[config.mk]
export PLATFORM = sky130hd
export DESIGN_NAME = ffc_regs
export DESIGN_NICKNAME = d
export VERILOG_FILES = /design/src/verilog/ffc_pkg.sv /design/src/verilog/ffc_fault_queue.sv /design/src/verilog/ffc_regs.sv /design/src/verilog/ffc_seq_start.sv
export SDC_FILE = /design/constraint.sdc
export NUM_CORES = 1
export LEC_CHECK = 0
export BUFFER_PORTS_ARGS = -buffer_cell sky130_fd_sc_hd__buf_2
export CORE_AREA = 5 5 207 209
export CTS_BUF_LIST = sky130_fd_sc_hd__clkbuf_4 sky130_fd_sc_hd__clkbuf_8
export CTS_CLUSTER_DIAMETER = 30
export DETAILED_ROUTE_END_ITERATION = 8
export DIE_AREA = 0 0 212 214
export GPL_TIMING_DRIVEN = 0
export PLACE_DENSITY_LB_ADDON = 0.08
export SYNTH_ARGS = -nofsm -noshare
export SYNTH_HDL_FRONTEND = slang
export SYNTH_HIERARCHICAL = 1
export SYNTH_SLANG_ARGS = --single-unit
export TNS_END_PERCENT = 1
[constraint.sdc]
create_clock -name clk_i -period 3 [get_ports clk_i]
set_input_delay 0 -clock clk_i [delete_from_list [all_inputs] [get_ports clk_i]]
set_output_delay 0 -clock clk_i [all_outputs]
set_load 0.02 [all_outputs]
[src/verilog/ffc_pkg.sv]
// Package: register map, field layout and reset values of the fan fault register bank
package ffc_pkg;
    localparam int unsigned NUM_FANS = 6;
    localparam int unsigned NUM_TACH = 12;
    localparam int unsigned ADDR_W = 8;
    localparam int unsigned DATA_W = 8;
    localparam int unsigned CNT_W = 11;

    localparam logic [7:0] ADDR_FAN4_SETUP = 8'h05;
    localparam logic [7:0] ADDR_FAN5_SETUP = 8'h06;
    localparam logic [7:0] ADDR_FAN6_SETUP = 8'h07;
    localparam logic [7:0] ADDR_SLEW_BASE = 8'h08;
    localparam logic [7:0] ADDR_SCRATCH_A = 8'h0E;
    localparam logic [7:0] ADDR_SCRATCH_B = 8'h0F;
    localparam logic [7:0] ADDR_FLAGS_HIGH = 8'h10;
    localparam logic [7:0] ADDR_FLAGS_LOW = 8'h11;
    localparam logic [7:0] ADDR_IGNORE_HIGH = 8'h12;
    localparam logic [7:0] ADDR_IGNORE_LOW = 8'h13;
    localparam logic [7:0] ADDR_POLICY = 8'h14;
    localparam logic [7:0] ADDR_SCRATCH_C = 8'h15;
    localparam logic [7:0] ADDR_SCRATCH_D = 8'h16;
    localparam logic [7:0] ADDR_SCRATCH_E = 8'h17;
    localparam logic [7:0] ADDR_COUNT1_UPPER = 8'h18;
    localparam logic [7:0] ADDR_COUNT1_LOWER = 8'h19;

    localparam logic [7:0] RST_SETUP = 8'h00;
    localparam logic [7:0] RST_SLEW = 8'h4C;
    localparam logic [7:0] RST_SCRATCH = 8'h00;
    localparam logic [7:0] RST_FLAGS = 8'h00;
    localparam logic [7:0] RST_IGNORE = 8'h3F;
    localparam logic [7:0] RST_POLICY = 8'h45;
    localparam logic [10:0] RST_COUNT = 11'h7FF;
    localparam logic [7:0] READ_UNMAPPED = 8'h00;

    localparam logic [7:0] MASK_SETUP = 8'h8F;
    localparam logic [7:0] MASK_SLEW = 8'hFC;
    localparam logic [7:0] MASK_CHAN6 = 8'h3F;
    localparam logic [7:0] MASK_POLICY = 8'hEF;

    localparam int unsigned SETUP_MODE_BIT = 7;
    localparam int unsigned SETUP_TACH_EN_BIT = 3;
    localparam int unsigned SETUP_LOCKED_BIT = 2;
    localparam int unsigned SETUP_LOCK_POL_BIT = 1;
    localparam int unsigned SETUP_PIN_TACH_BIT = 0;
    localparam int unsigned SLEW_ASYM_BIT = 2;
    localparam int unsigned POLICY_QUEUE_LSB = 0;
    localparam int unsigned POLICY_RESP_LSB = 2;
    localparam int unsigned POLICY_SEQ_LSB = 5;

    localparam logic [1:0] RESP_ZERO = 2'h0;
    localparam logic [1:0] RESP_CONTINUE = 2'h1;
    localparam logic [1:0] RESP_FULL = 2'h2;
    localparam logic [1:0] RESP_ALL_FULL = 2'h3;

    localparam logic [2:0] QUEUE_1 = 3'h1;
    localparam logic [2:0] QUEUE_2 = 3'h2;
    localparam logic [2:0] QUEUE_4 = 3'h4;
    localparam logic [2:0] QUEUE_6 = 3'h6;

    localparam int unsigned SEQ_MS_1 = 250;
    localparam int unsigned SEQ_MS_2 = 500;
    localparam int unsigned SEQ_MS_3 = 1000;
    localparam int unsigned SEQ_MS_4 = 2000;

    typedef struct packed {
        logic mode_rpm;
        logic tach_en;
        logic locked_rotor;
        logic lock_pol_high;
        logic pin_is_tach;
    } ffc_setup_t;

    typedef struct packed {
        logic wr;
        logic rd;
        logic [7:0] addr;
        logic [7:0] wdata;
    } ffc_req_t;

    typedef enum logic [1:0] {
        FFC_DRIVE_NORMAL,
        FFC_DRIVE_ZERO,
        FFC_DRIVE_FULL
    } ffc_drive_t;
endpackage : ffc_pkg

[src/verilog/ffc_fault_queue.sv]
// Per-channel fault detection counter that qualifies a fault after N detections
`timescale 1ns/1ps
module ffc_fault_queue #(
    parameter int unsigned CW = 3
) (
    input wire logic clk_i,
    input wire logic nrst_i,
    input wire logic en_i,
    input wire logic detect_i,
    input wire logic good_i,
    input wire logic [CW-1:0] need_i,
    output logic fault_o
);
    logic [CW-1:0] cnt_q;
    logic [CW-1:0] cnt_d;
    logic hit;

    initial begin
        if (CW < 3) begin
            $error("ffc_fault_queue: CW too small");
        end
    end

    assign hit = detect_i && ((cnt_q + CW'(1)) >= need_i);
    assign cnt_d = good_i ? '0 : (detect_i && !hit) ? cnt_q + CW'(1) : hit ? '0 : cnt_q;
    assign fault_o = en_i && hit;

    always_ff @(posedge clk_i) begin
        if (!nrst_i) begin
            cnt_q <= '0;
        end else if (en_i) begin
            cnt_q <= cnt_d;
        end
    end
endmodule : ffc_fault_queue

[src/verilog/ffc_regs.sv]
// Fan configuration, dynamics, fault status, mask and policy register bank
`timescale 1ns/1ps
// Notes on behaviour
// - Fan four to six setup registers share fan one layout, each steers own channel.
// - Slew registers hold asymmetric rate enable on bit two, reset to 4C.
// - Twelve sticky fault flags, channels 1-6 low register, 7-12 high register.
// - Per-channel ignore bits, set at reset, block the failed fan response.
// - Two-bit policy picks zero, continue, full, or all full on failure.
// - Fault reported only after 1, 2, 4 or 6 detections per channel.
// - Three-bit code sets start-up spacing 0, 250ms, 500ms, 1s, 2s.
// - Setup holds mode, tach enable, locked rotor, polarity, pin role bits.
// - Eleven-bit count, upper byte bits 10-3, lower byte bits 2-0 high, resets ones.
// - Scratch bytes store anything, steer nothing, reset to zero.
module ffc_regs #(
    parameter int unsigned NUM_FANS = 6,
    parameter int unsigned NUM_TACH = 12,
    parameter int unsigned CLK_KHZ = 125000
) (
    input wire logic clk_i,
    input wire logic nrst_i,
    input wire logic ce_i,
    input wire ffc_pkg::ffc_req_t req_i,
    output logic [7:0] rdata_o,
    output logic rvalid_o,
    input wire logic [NUM_TACH-1:0] detect_i,
    input wire logic [NUM_TACH-1:0] good_i,
    input wire logic count_load_i,
    input wire logic [10:0] count1_i,
    input wire logic [2:0] fan123_setup_hi_i,
    output ffc_pkg::ffc_setup_t [NUM_FANS-1:0] setup_o,
    output logic [NUM_FANS-1:0] asym_en_o,
    output logic [NUM_FANS-1:0][7:0] slew_o,
    output ffc_pkg::ffc_drive_t [NUM_FANS-1:0] drive_o,
    output logic [NUM_FANS-1:0] started_o,
    output logic any_fault_o
);
    import ffc_pkg::*;

    initial begin
        if (NUM_FANS != 6 || NUM_TACH != 12) begin
            $error("ffc_regs: register map serves six fans and twelve tachometers");
        end
    end

    // ------------------------------------------------------------------
    // Storage
    // ------------------------------------------------------------------
    logic [2:0][7:0] setup_hi_q;
    logic [NUM_FANS-1:0][7:0] slew_q;
    logic [4:0][7:0] scratch_q;
    logic [NUM_TACH-1:0] flags_q;
    logic [NUM_TACH-1:0] ignore_q;
    logic [7:0] policy_q;
    logic [10:0] count1_q;
    logic [7:0] rdata_q;
    logic rvalid_q;
    ffc_setup_t [NUM_FANS-1:0] setup_q;
    logic [NUM_FANS-1:0] asym_q;
    ffc_drive_t [NUM_FANS-1:0] drive_q;
    logic any_fault_q;

    // ------------------------------------------------------------------
    // Address decode
    // ------------------------------------------------------------------
    wire wr = req_i.wr;
    wire [7:0] a = req_i.addr;
    wire [7:0] wd = req_i.wdata;
    wire wr_flags_hi = wr && (a == ADDR_FLAGS_HIGH);
    wire wr_flags_lo = wr && (a == ADDR_FLAGS_LOW);
    wire wr_ign_hi = wr && (a == ADDR_IGNORE_HIGH);
    wire wr_ign_lo = wr && (a == ADDR_IGNORE_LOW);
    wire wr_policy = wr && (a == ADDR_POLICY);
    wire [1:0] resp_code = policy_q[POLICY_RESP_LSB +: 2];
    wire [1:0] queue_code = policy_q[POLICY_QUEUE_LSB +: 2];
    wire [2:0] seq_code = policy_q[POLICY_SEQ_LSB +: 3];

    wire [2:0] need = (queue_code == 2'h0) ? QUEUE_1 :
                      (queue_code == 2'h1) ? QUEUE_2 :
                      (queue_code == 2'h2) ? QUEUE_4 : QUEUE_6;

    // ------------------------------------------------------------------
    // Fault qualification per channel
    // ------------------------------------------------------------------
    logic [NUM_TACH-1:0] qual;
    logic [NUM_TACH-1:0] clr_mask;
    logic [NUM_TACH-1:0] flags_d;

    genvar g;
    generate
        for (g = 0; g < NUM_TACH; g++) begin : g_chan
            ffc_fault_queue #(
                .CW(3)
            ) u_q (
                .clk_i(clk_i),
                .nrst_i(nrst_i),
                .en_i(ce_i),
                .detect_i(detect_i[g]),
                .good_i(good_i[g]),
                .need_i(need),
                .fault_o(qual[g])
            );
            if (g < 6) begin : g_lo
                assign clr_mask[g] = wr_flags_lo && !wd[g];
            end else begin : g_hi
                assign clr_mask[g] = wr_flags_hi && !wd[g-6];
            end
            assign flags_d[g] = qual[g] | (flags_q[g] & !clr_mask[g]);
        end
    endgenerate

    wire [NUM_TACH-1:0] live_fault = flags_q & ~ignore_q;
    // all fans full on any unmasked fault when the policy selects all full
    wire all_full = (resp_code == RESP_ALL_FULL) && (|live_fault);

    // ------------------------------------------------------------------
    // Write path
    // ------------------------------------------------------------------
    always_ff @(posedge clk_i) begin
        if (!nrst_i) begin
            setup_hi_q <= {3{RST_SETUP}};
            scratch_q <= {5{RST_SCRATCH}};
            flags_q <= '0;
            ignore_q <= '1;
            policy_q <= RST_POLICY;
        end else if (ce_i) begin
            flags_q <= flags_d;
            if (wr && a == ADDR_FAN4_SETUP) begin
                setup_hi_q[0] <= wd & MASK_SETUP;
            end
            if (wr && a == ADDR_FAN5_SETUP) begin
                setup_hi_q[1] <= wd & MASK_SETUP;
            end
            if (wr && a == ADDR_FAN6_SETUP) begin
                setup_hi_q[2] <= wd & MASK_SETUP;
            end
            if (wr && a == ADDR_SCRATCH_A) begin
                scratch_q[0] <= wd;
            end
            if (wr && a == ADDR_SCRATCH_B) begin
                scratch_q[1] <= wd;
            end
            if (wr && a == ADDR_SCRATCH_C) begin
                scratch_q[2] <= wd;
            end
            if (wr && a == ADDR_SCRATCH_D) begin
                scratch_q[3] <= wd;
            end
            if (wr && a == ADDR_SCRATCH_E) begin
                scratch_q[4] <= wd;
            end
            if (wr_ign_lo) begin
                ignore_q[5:0] <= wd[5:0];
            end
            if (wr_ign_hi) begin
                ignore_q[11:6] <= wd[5:0];
            end
            if (wr_policy) begin
                policy_q <= wd & MASK_POLICY;
            end
        end
    end

    generate
        for (g = 0; g < NUM_FANS; g++) begin : g_slew
            always_ff @(posedge clk_i) begin
                if (!nrst_i) begin
                    slew_q[g] <= RST_SLEW;
                end else if (ce_i && wr && a == ADDR_SLEW_BASE + 8'(g)) begin
                    slew_q[g] <= wd & MASK_SLEW;
                end
            end
        end
    endgenerate

    always_ff @(posedge clk_i) begin
        if (!nrst_i) begin
            count1_q <= RST_COUNT;
        end else if (ce_i && count_load_i) begin
            count1_q <= count1_i;
        end
    end

    // ------------------------------------------------------------------
    // Read path
    // ------------------------------------------------------------------
    logic [7:0] rd_mux;
    always_comb begin
        rd_mux = READ_UNMAPPED;
        case (a)
            ADDR_FAN4_SETUP: rd_mux = setup_hi_q[0];
            ADDR_FAN5_SETUP: rd_mux = setup_hi_q[1];
            ADDR_FAN6_SETUP: rd_mux = setup_hi_q[2];
            ADDR_SCRATCH_A: rd_mux = scratch_q[0];
            ADDR_SCRATCH_B: rd_mux = scratch_q[1];
            ADDR_FLAGS_HIGH: rd_mux = {2'b00, flags_q[11:6]};
            ADDR_FLAGS_LOW: rd_mux = {2'b00, flags_q[5:0]};
            ADDR_IGNORE_HIGH: rd_mux = {2'b00, ignore_q[11:6]};
            ADDR_IGNORE_LOW: rd_mux = {2'b00, ignore_q[5:0]};
            ADDR_POLICY: rd_mux = policy_q;
            ADDR_SCRATCH_C: rd_mux = scratch_q[2];
            ADDR_SCRATCH_D: rd_mux = scratch_q[3];
            ADDR_SCRATCH_E: rd_mux = scratch_q[4];
            ADDR_COUNT1_UPPER: rd_mux = count1_q[10:3];
            ADDR_COUNT1_LOWER: rd_mux = {count1_q[2:0], 5'b00000};
            default: begin
                if (a >= ADDR_SLEW_BASE && a < ADDR_SLEW_BASE + 8'(NUM_FANS)) begin
                    rd_mux = slew_q[3'(a - ADDR_SLEW_BASE)];
                end
            end
        endcase
    end

    always_ff @(posedge clk_i) begin
        if (!nrst_i) begin
            rdata_q <= READ_UNMAPPED;
            rvalid_q <= 1'b0;
        end else if (ce_i) begin
            rvalid_q <= req_i.rd;
            if (req_i.rd) begin
                rdata_q <= rd_mux;
            end
        end
    end

    // ------------------------------------------------------------------
    // Sequential start
    // ------------------------------------------------------------------
    logic [NUM_FANS-1:0] started;
    ffc_seq_start #(
        .NF(NUM_FANS),
        .CLK_KHZ(CLK_KHZ),
        .MS_1(SEQ_MS_1),
        .MS_2(SEQ_MS_2),
        .MS_3(SEQ_MS_3),
        .MS_4(SEQ_MS_4)
    ) u_seq (
        .clk_i(clk_i),
        .nrst_i(nrst_i),
        .en_i(ce_i),
        .code_i(seq_code),
        .started_o(started)
    );

    // ------------------------------------------------------------------
    // Channel outputs
    // ------------------------------------------------------------------
    logic [NUM_FANS-1:0][7:0] setup_raw;
    logic [NUM_FANS-1:0] started_q;
    assign setup_raw[0] = {fan123_setup_hi_i[0], 7'h00};
    assign setup_raw[1] = {fan123_setup_hi_i[1], 7'h00};
    assign setup_raw[2] = {fan123_setup_hi_i[2], 7'h00};
    assign setup_raw[3] = setup_hi_q[0];
    assign setup_raw[4] = setup_hi_q[1];
    assign setup_raw[5] = setup_hi_q[2];

    generate
        for (g = 0; g < NUM_FANS; g++) begin : g_out
            ffc_drive_t drv;
            assign drv = all_full ? FFC_DRIVE_FULL :
                         !live_fault[g] ? FFC_DRIVE_NORMAL :
                         (resp_code == RESP_ZERO) ? FFC_DRIVE_ZERO :
                         (resp_code == RESP_FULL) ? FFC_DRIVE_FULL : FFC_DRIVE_NORMAL;
            always_ff @(posedge clk_i) begin
                if (!nrst_i) begin
                    setup_q[g] <= '0;
                    asym_q[g] <= 1'b1;
                    drive_q[g] <= FFC_DRIVE_NORMAL;
                    started_q[g] <= 1'b0;
                end else if (ce_i) begin
                    setup_q[g].mode_rpm <= setup_raw[g][SETUP_MODE_BIT];
                    setup_q[g].tach_en <= setup_raw[g][SETUP_TACH_EN_BIT];
                    setup_q[g].locked_rotor <= setup_raw[g][SETUP_LOCKED_BIT];
                    setup_q[g].lock_pol_high <= setup_raw[g][SETUP_LOCK_POL_BIT];
                    setup_q[g].pin_is_tach <= setup_raw[g][SETUP_PIN_TACH_BIT];
                    asym_q[g] <= slew_q[g][SLEW_ASYM_BIT];
                    drive_q[g] <= drv;
                    started_q[g] <= started[g];
                end
            end
        end
    endgenerate

    always_ff @(posedge clk_i) begin
        if (!nrst_i) begin
            any_fault_q <= 1'b0;
        end else if (ce_i) begin
            any_fault_q <= |live_fault;
        end
    end

    assign rdata_o = rdata_q;
    assign rvalid_o = rvalid_q;
    assign setup_o = setup_q;
    assign asym_en_o = asym_q;
    assign slew_o = slew_q;
    assign drive_o = drive_q;
    assign started_o = started_q;
    assign any_fault_o = any_fault_q;
endmodule : ffc_regs

[src/verilog/ffc_seq_start.sv]
// Sequential start timer that releases fans one after another
`timescale 1ns/1ps
module ffc_seq_start #(
    parameter int unsigned NF = 6,
    parameter int unsigned CLK_KHZ = 125000,
    parameter int unsigned MS_1 = 250,
    parameter int unsigned MS_2 = 500,
    parameter int unsigned MS_3 = 1000,
    parameter int unsigned MS_4 = 2000
) (
    input wire logic clk_i,
    input wire logic nrst_i,
    input wire logic en_i,
    input wire logic [2:0] code_i,
    output logic [NF-1:0] started_o
);
    localparam int unsigned TW = 32;
    localparam logic [TW-1:0] TICKS_1 = TW'(MS_1 * CLK_KHZ);
    localparam logic [TW-1:0] TICKS_2 = TW'(MS_2 * CLK_KHZ);
    localparam logic [TW-1:0] TICKS_3 = TW'(MS_3 * CLK_KHZ);
    localparam logic [TW-1:0] TICKS_4 = TW'(MS_4 * CLK_KHZ);

    logic [TW-1:0] tmr_q;
    logic [NF-1:0] started_q;
    logic [TW-1:0] delay;
    logic step;

    initial begin
        if (NF < 1 || NF > 12) begin
            $error("ffc_seq_start: NF out of range");
        end
    end

    assign delay = (code_i == 3'h1) ? TICKS_1 :
                   (code_i == 3'h2) ? TICKS_2 :
                   (code_i == 3'h3) ? TICKS_3 :
                   (code_i == 3'h4) ? TICKS_4 : '0;
    assign step = ((tmr_q + TW'(1)) >= delay);
    assign started_o = started_q;

    always_ff @(posedge clk_i) begin
        if (!nrst_i) begin
            tmr_q <= '0;
            started_q <= '0;
        end else if (en_i && !(&started_q)) begin
            if (step) begin
                tmr_q <= '0;
                started_q <= {started_q[NF-2:0], 1'b1};
            end else begin
                tmr_q <= tmr_q + TW'(1);
            end
        end
    end
endmodule : ffc_seq_start
==> impl_metrics.tcl <==
set metrics [dict create \
    grt_pass1_wl_um 73820 \
    die_x_um 212 \
    dr_wl_met3_um 2418 \
    ys_seq_elements 259 \
    cts_buffer_depth 3 \
    slew_headroom_pct 12.45 \
    routedWlPerCell_um 18.89 \
    r2r_cells 15 \
    critPathLaunch "u_seq/tmr_q[9]" \
    fin_crit_ns 3.245 \
    ff2ff_setup_slack_ns -0.24 \
    grt_overflow 0 \
    via_per_inst 5.078 \
    netlist_instances 1606 \
    cts_tree "built" \
    synthesis.area_sq_mm 0.01404 \
    cts-buffers-inserted 74 \
    wl_met2_um 22510 \
    ctsHtreeMaxLevel 3 \
    synth-edff-count 0 \
    drt-total-wl_um 47980 \
    p_int_mw 7.450 \
    synth.avg_cell_area_sq_um 8.745 \
    globalRouteTotalUtil_pct 20.63 \
    ys_async_sr_fraction_pct 0 \
    final-setup-viol-count 33 \
    status "complete, but fails checks" \
    worst_pin_slew_ns 1.308 \
    peakVddDrop_mv 0.2408 \
    start_util_pct 34.55 \
    holdWs_ns 0.09157 \
    path_clk_slew_ns 0.05 \
    seqPwrFrac_pct 35.6 \
    clkPwrFrac_pct 57.2 \
    cts_sinks 259 \
    core_region_area_sq_mm 0.04065 \
    hp-class "input port to flip-flop" \
    comb_power_share_pct 7.3 \
    power.leakage_nw 7.976 \
    fin_ws_ns -0.2448 \
    rsz0062_at_grt "yes" \
    row_count 74 \
    r2r_start "u_seq/tmr_q[9]" \
    wl_met1_um 21130 \
    synth_cell_types 78 \
    instances_no_fill 2540 \
    critical_path_class "flip-flop to flip-flop" \
    drt_pass1_iterations 5 \
    antenna_found_initial 2 \
    syn_to_final_growth_pct 31.51 \
    end_kind "flip-flop" \
    boundaryPins 172 \
    vias 12900 \
    critPathRequiredTime_ns 3.53 \
    dp_hpwl_um 34520 \
    place_congestion 0.9409 \
    drc 0 \
    critPathLaunchType "flip-flop" \
    grt_pass1_vias 12850 \
    min_period_over_period_pct 108.2 \
    synth_flop_cell "dfxtp_1" \
    yosys_warnings 6 \
    top_layer_used "met4" \
    worst_r2r_endpoint "u_seq/tmr_q[6]" \
    hold_viol 0 \
    io_buffers 145 \
    yosysSeqAreaShare_pct 36.92 \
    die_area_sq_mm 0.04537 \
    power_mw 9.868 \
    power_switching_mw 2.419 \
    crit_end "u_seq/tmr_q[6]" \
    violations "setup timing" \
    power_per_cell_area_mw_per_mm2 534.3 \
    final_util_pct 45.44 \
    drive_above_1_share_pct 23.27 \
    fmax_mhz 308.2 \
    drv_cap 0 \
    worst-path-max-fanout 7 \
    root_buffer "clkbuf_8" \
    ant_nets 0 \
    die_h_um 214 \
    pre_cts_ws_ns -0.7713 \
    finClkSkew_ns 0.03528 \
    clock_latency_ns 0.62 \
    layout.nets 2079 \
    arrival_ns 3.77 \
    grt_start_max_net_pins 54 \
    drtIter0Drc 839 \
    slew_viol_final 0 \
    place_inst 2306 \
    switching_share_pct 24.51 \
]
## power groups by stage
stage | registers [mW] | clock network, mW | logic (mW)
final | 3.51 | 5.64 | 0.717
after global routing | 3.51 | 5.98 | 0.771
after CTS | 3.51 | 5.78 | 0.723
after detailed placement | 3.58 | 0 | 0.623
after global placement | 3.58 | 0 | 0.622
after floorplan | 3.58 | 0 | 0.362
## layout by cell type, fill, tap and decap left out, drive strengths merged, types with 13 or more instances in the layout
cell type / n
a31oi: 17
a22oi: 27
ha: 73
o21ai: 72
nand2b: 22
a21o: 15
buf: 216
xor2: 27
nor3: 29
clkinv: 18
a32oi: 17
mux2i: 116
a21boi: 51
nand2: 232
mux2: 13
dlygate4sd3: 76
inv: 36
nand3: 87
nor2: 93
conb: 24
clkbuf: 158
nor2b: 134
a21oi: 24
dfxtp: 259
or2: 13
xnor2: 23
nand4: 21
## flip-flops by register name, summed over array words and instances, names as in the netlist, 12 cells and up
signal,count
g_chan.u_q/cnt_q,36
drive_o,12
setup_o,18
slew_o,36
setup_hi_q,15
flags_q,12
u_seq/tmr_q,32
ignore_q,12
scratch_q,40
## routing by layer
metal	track usage (%)	vias up
met5	0	-
met4	8.825	0
met3	3.789	109
met2	33.63	356
met1	26.72	6096
li1	-	6336
## synthesized netlist by cell type, types with 12 or more instances
library cell  number  area (sq um)
a21oi_1           24         120.1
nand2_1          232         870.8
buf_2             14         70.07
mux2i_1          116          1161
o21ai_0           70         350.3
a22oi_1           27         202.7
nor2_1            89         334.1
o2111ai_1         12         105.1
clkbuf_1          54         202.7
buf_4             26         195.2
nor2b_1          134         838.3
nor3_1            27         135.1
nand4_1           21         131.4
ha_1              73         913.4
nand2b_1          22         137.6
or2_2             12         75.07
dfxtp_1          259          5185
a21boi_0          49         367.9
xor2_1            27         236.5
xnor2_1           23         201.4
mux2_2            13         146.4
inv_1             34         127.6
a31oi_2           12         150.1
a21o_1            15         112.6
a32oi_1           17         148.9
nand3_1           83         415.4
## cell type report
class                           count  area [sq um]
Multi-Input combinational cell   1230          8494
Fill cell                        4048         22180
Clock buffer                      104          1350
Timing Repair Buffer              243          1679
Antenna cell                        1         2.502
Clock inverter                     33         415.4
Tap cell                          532         665.6
Sequential cell                   259          5207
Buffer                            103         524.3
Inverter                           35         131.4
## critical path: stages, from the launching register on
cell and delay, ns:
dfxtp_2 0.37, nand4_1 0.18, nor4_4 0.35, buf_4 0.17
nand4_1 0.12, or2_1 0.28, xnor2_1 0.14, ha_1 0.30
a21o_1 0.19, a21oi_2 0.15, o21ai_2 0.09, o21ai_2 0.20
nand3_4 0.18, buf_6 0.22, buf_6 0.12, nor2_1 0.08
## metrics by stage
step	instance area [sq um]	setup TNS [ns]
after floorplan	14140	0
after global placement	15530	-22.33
after detailed placement	15530	-24.00
after CTS	18400	-5.060
after global routing	18470	-9.563
final	18470	-4.350
## how the worst min path moves through the flow
stage | startpoint | end | slack (ns) | cells after the start
6_report | req_i[10] | scratch_q[31] | 0.09 | 5
5_1_grt | req_i[10] | scratch_q[32] | 0.10 | 5
4_1_cts | req_i[10] | scratch_q[31] | 0.03 | 5
3_5_place_dp | count1_i[8] | count1_q[8] | 0.22 | 3
3_3_place_gp | count1_i[8] | count1_q[8] | 0.21 | 3
2_1_floorplan | count1_i[0] | count1_q[0] | 0.12 | 2
## repair_timing
| item | in CTS | in global routing |
|---|---|---|
| buffers inserted | 19 | 3 |
| hold buffers | 76 | 0 |
| hold endpoints to repair | 106 | 0 |
| pin swaps | 20 | 19 |
| cloned | 2 | 0 |
| gates resized for setup | 38 | 45 |
| endpoints found under the setup margin | 34 | 34 |
## kinds of logic (layout without fill, tap and decap cells)
kind of cell / after synthesis / in the layout / share of synthesized area [%]
AO/OA/AOI/OAI: 275 / 275 / 13.93
XOR/XNOR: 50 / 50 / 3.118
adder cells (fa/ha/maj): 73 / 73 / 6.503
buffers and inverters: 140 / 518 / 4.677
flip-flops: 259 / 259 / 36.92
multiplexers: 137 / 137 / 10.59
other: 1 / 25 / 0.02670
AND/OR/NAND/NOR: 671 / 671 / 24.23
(Power assumes the default switching activity.)
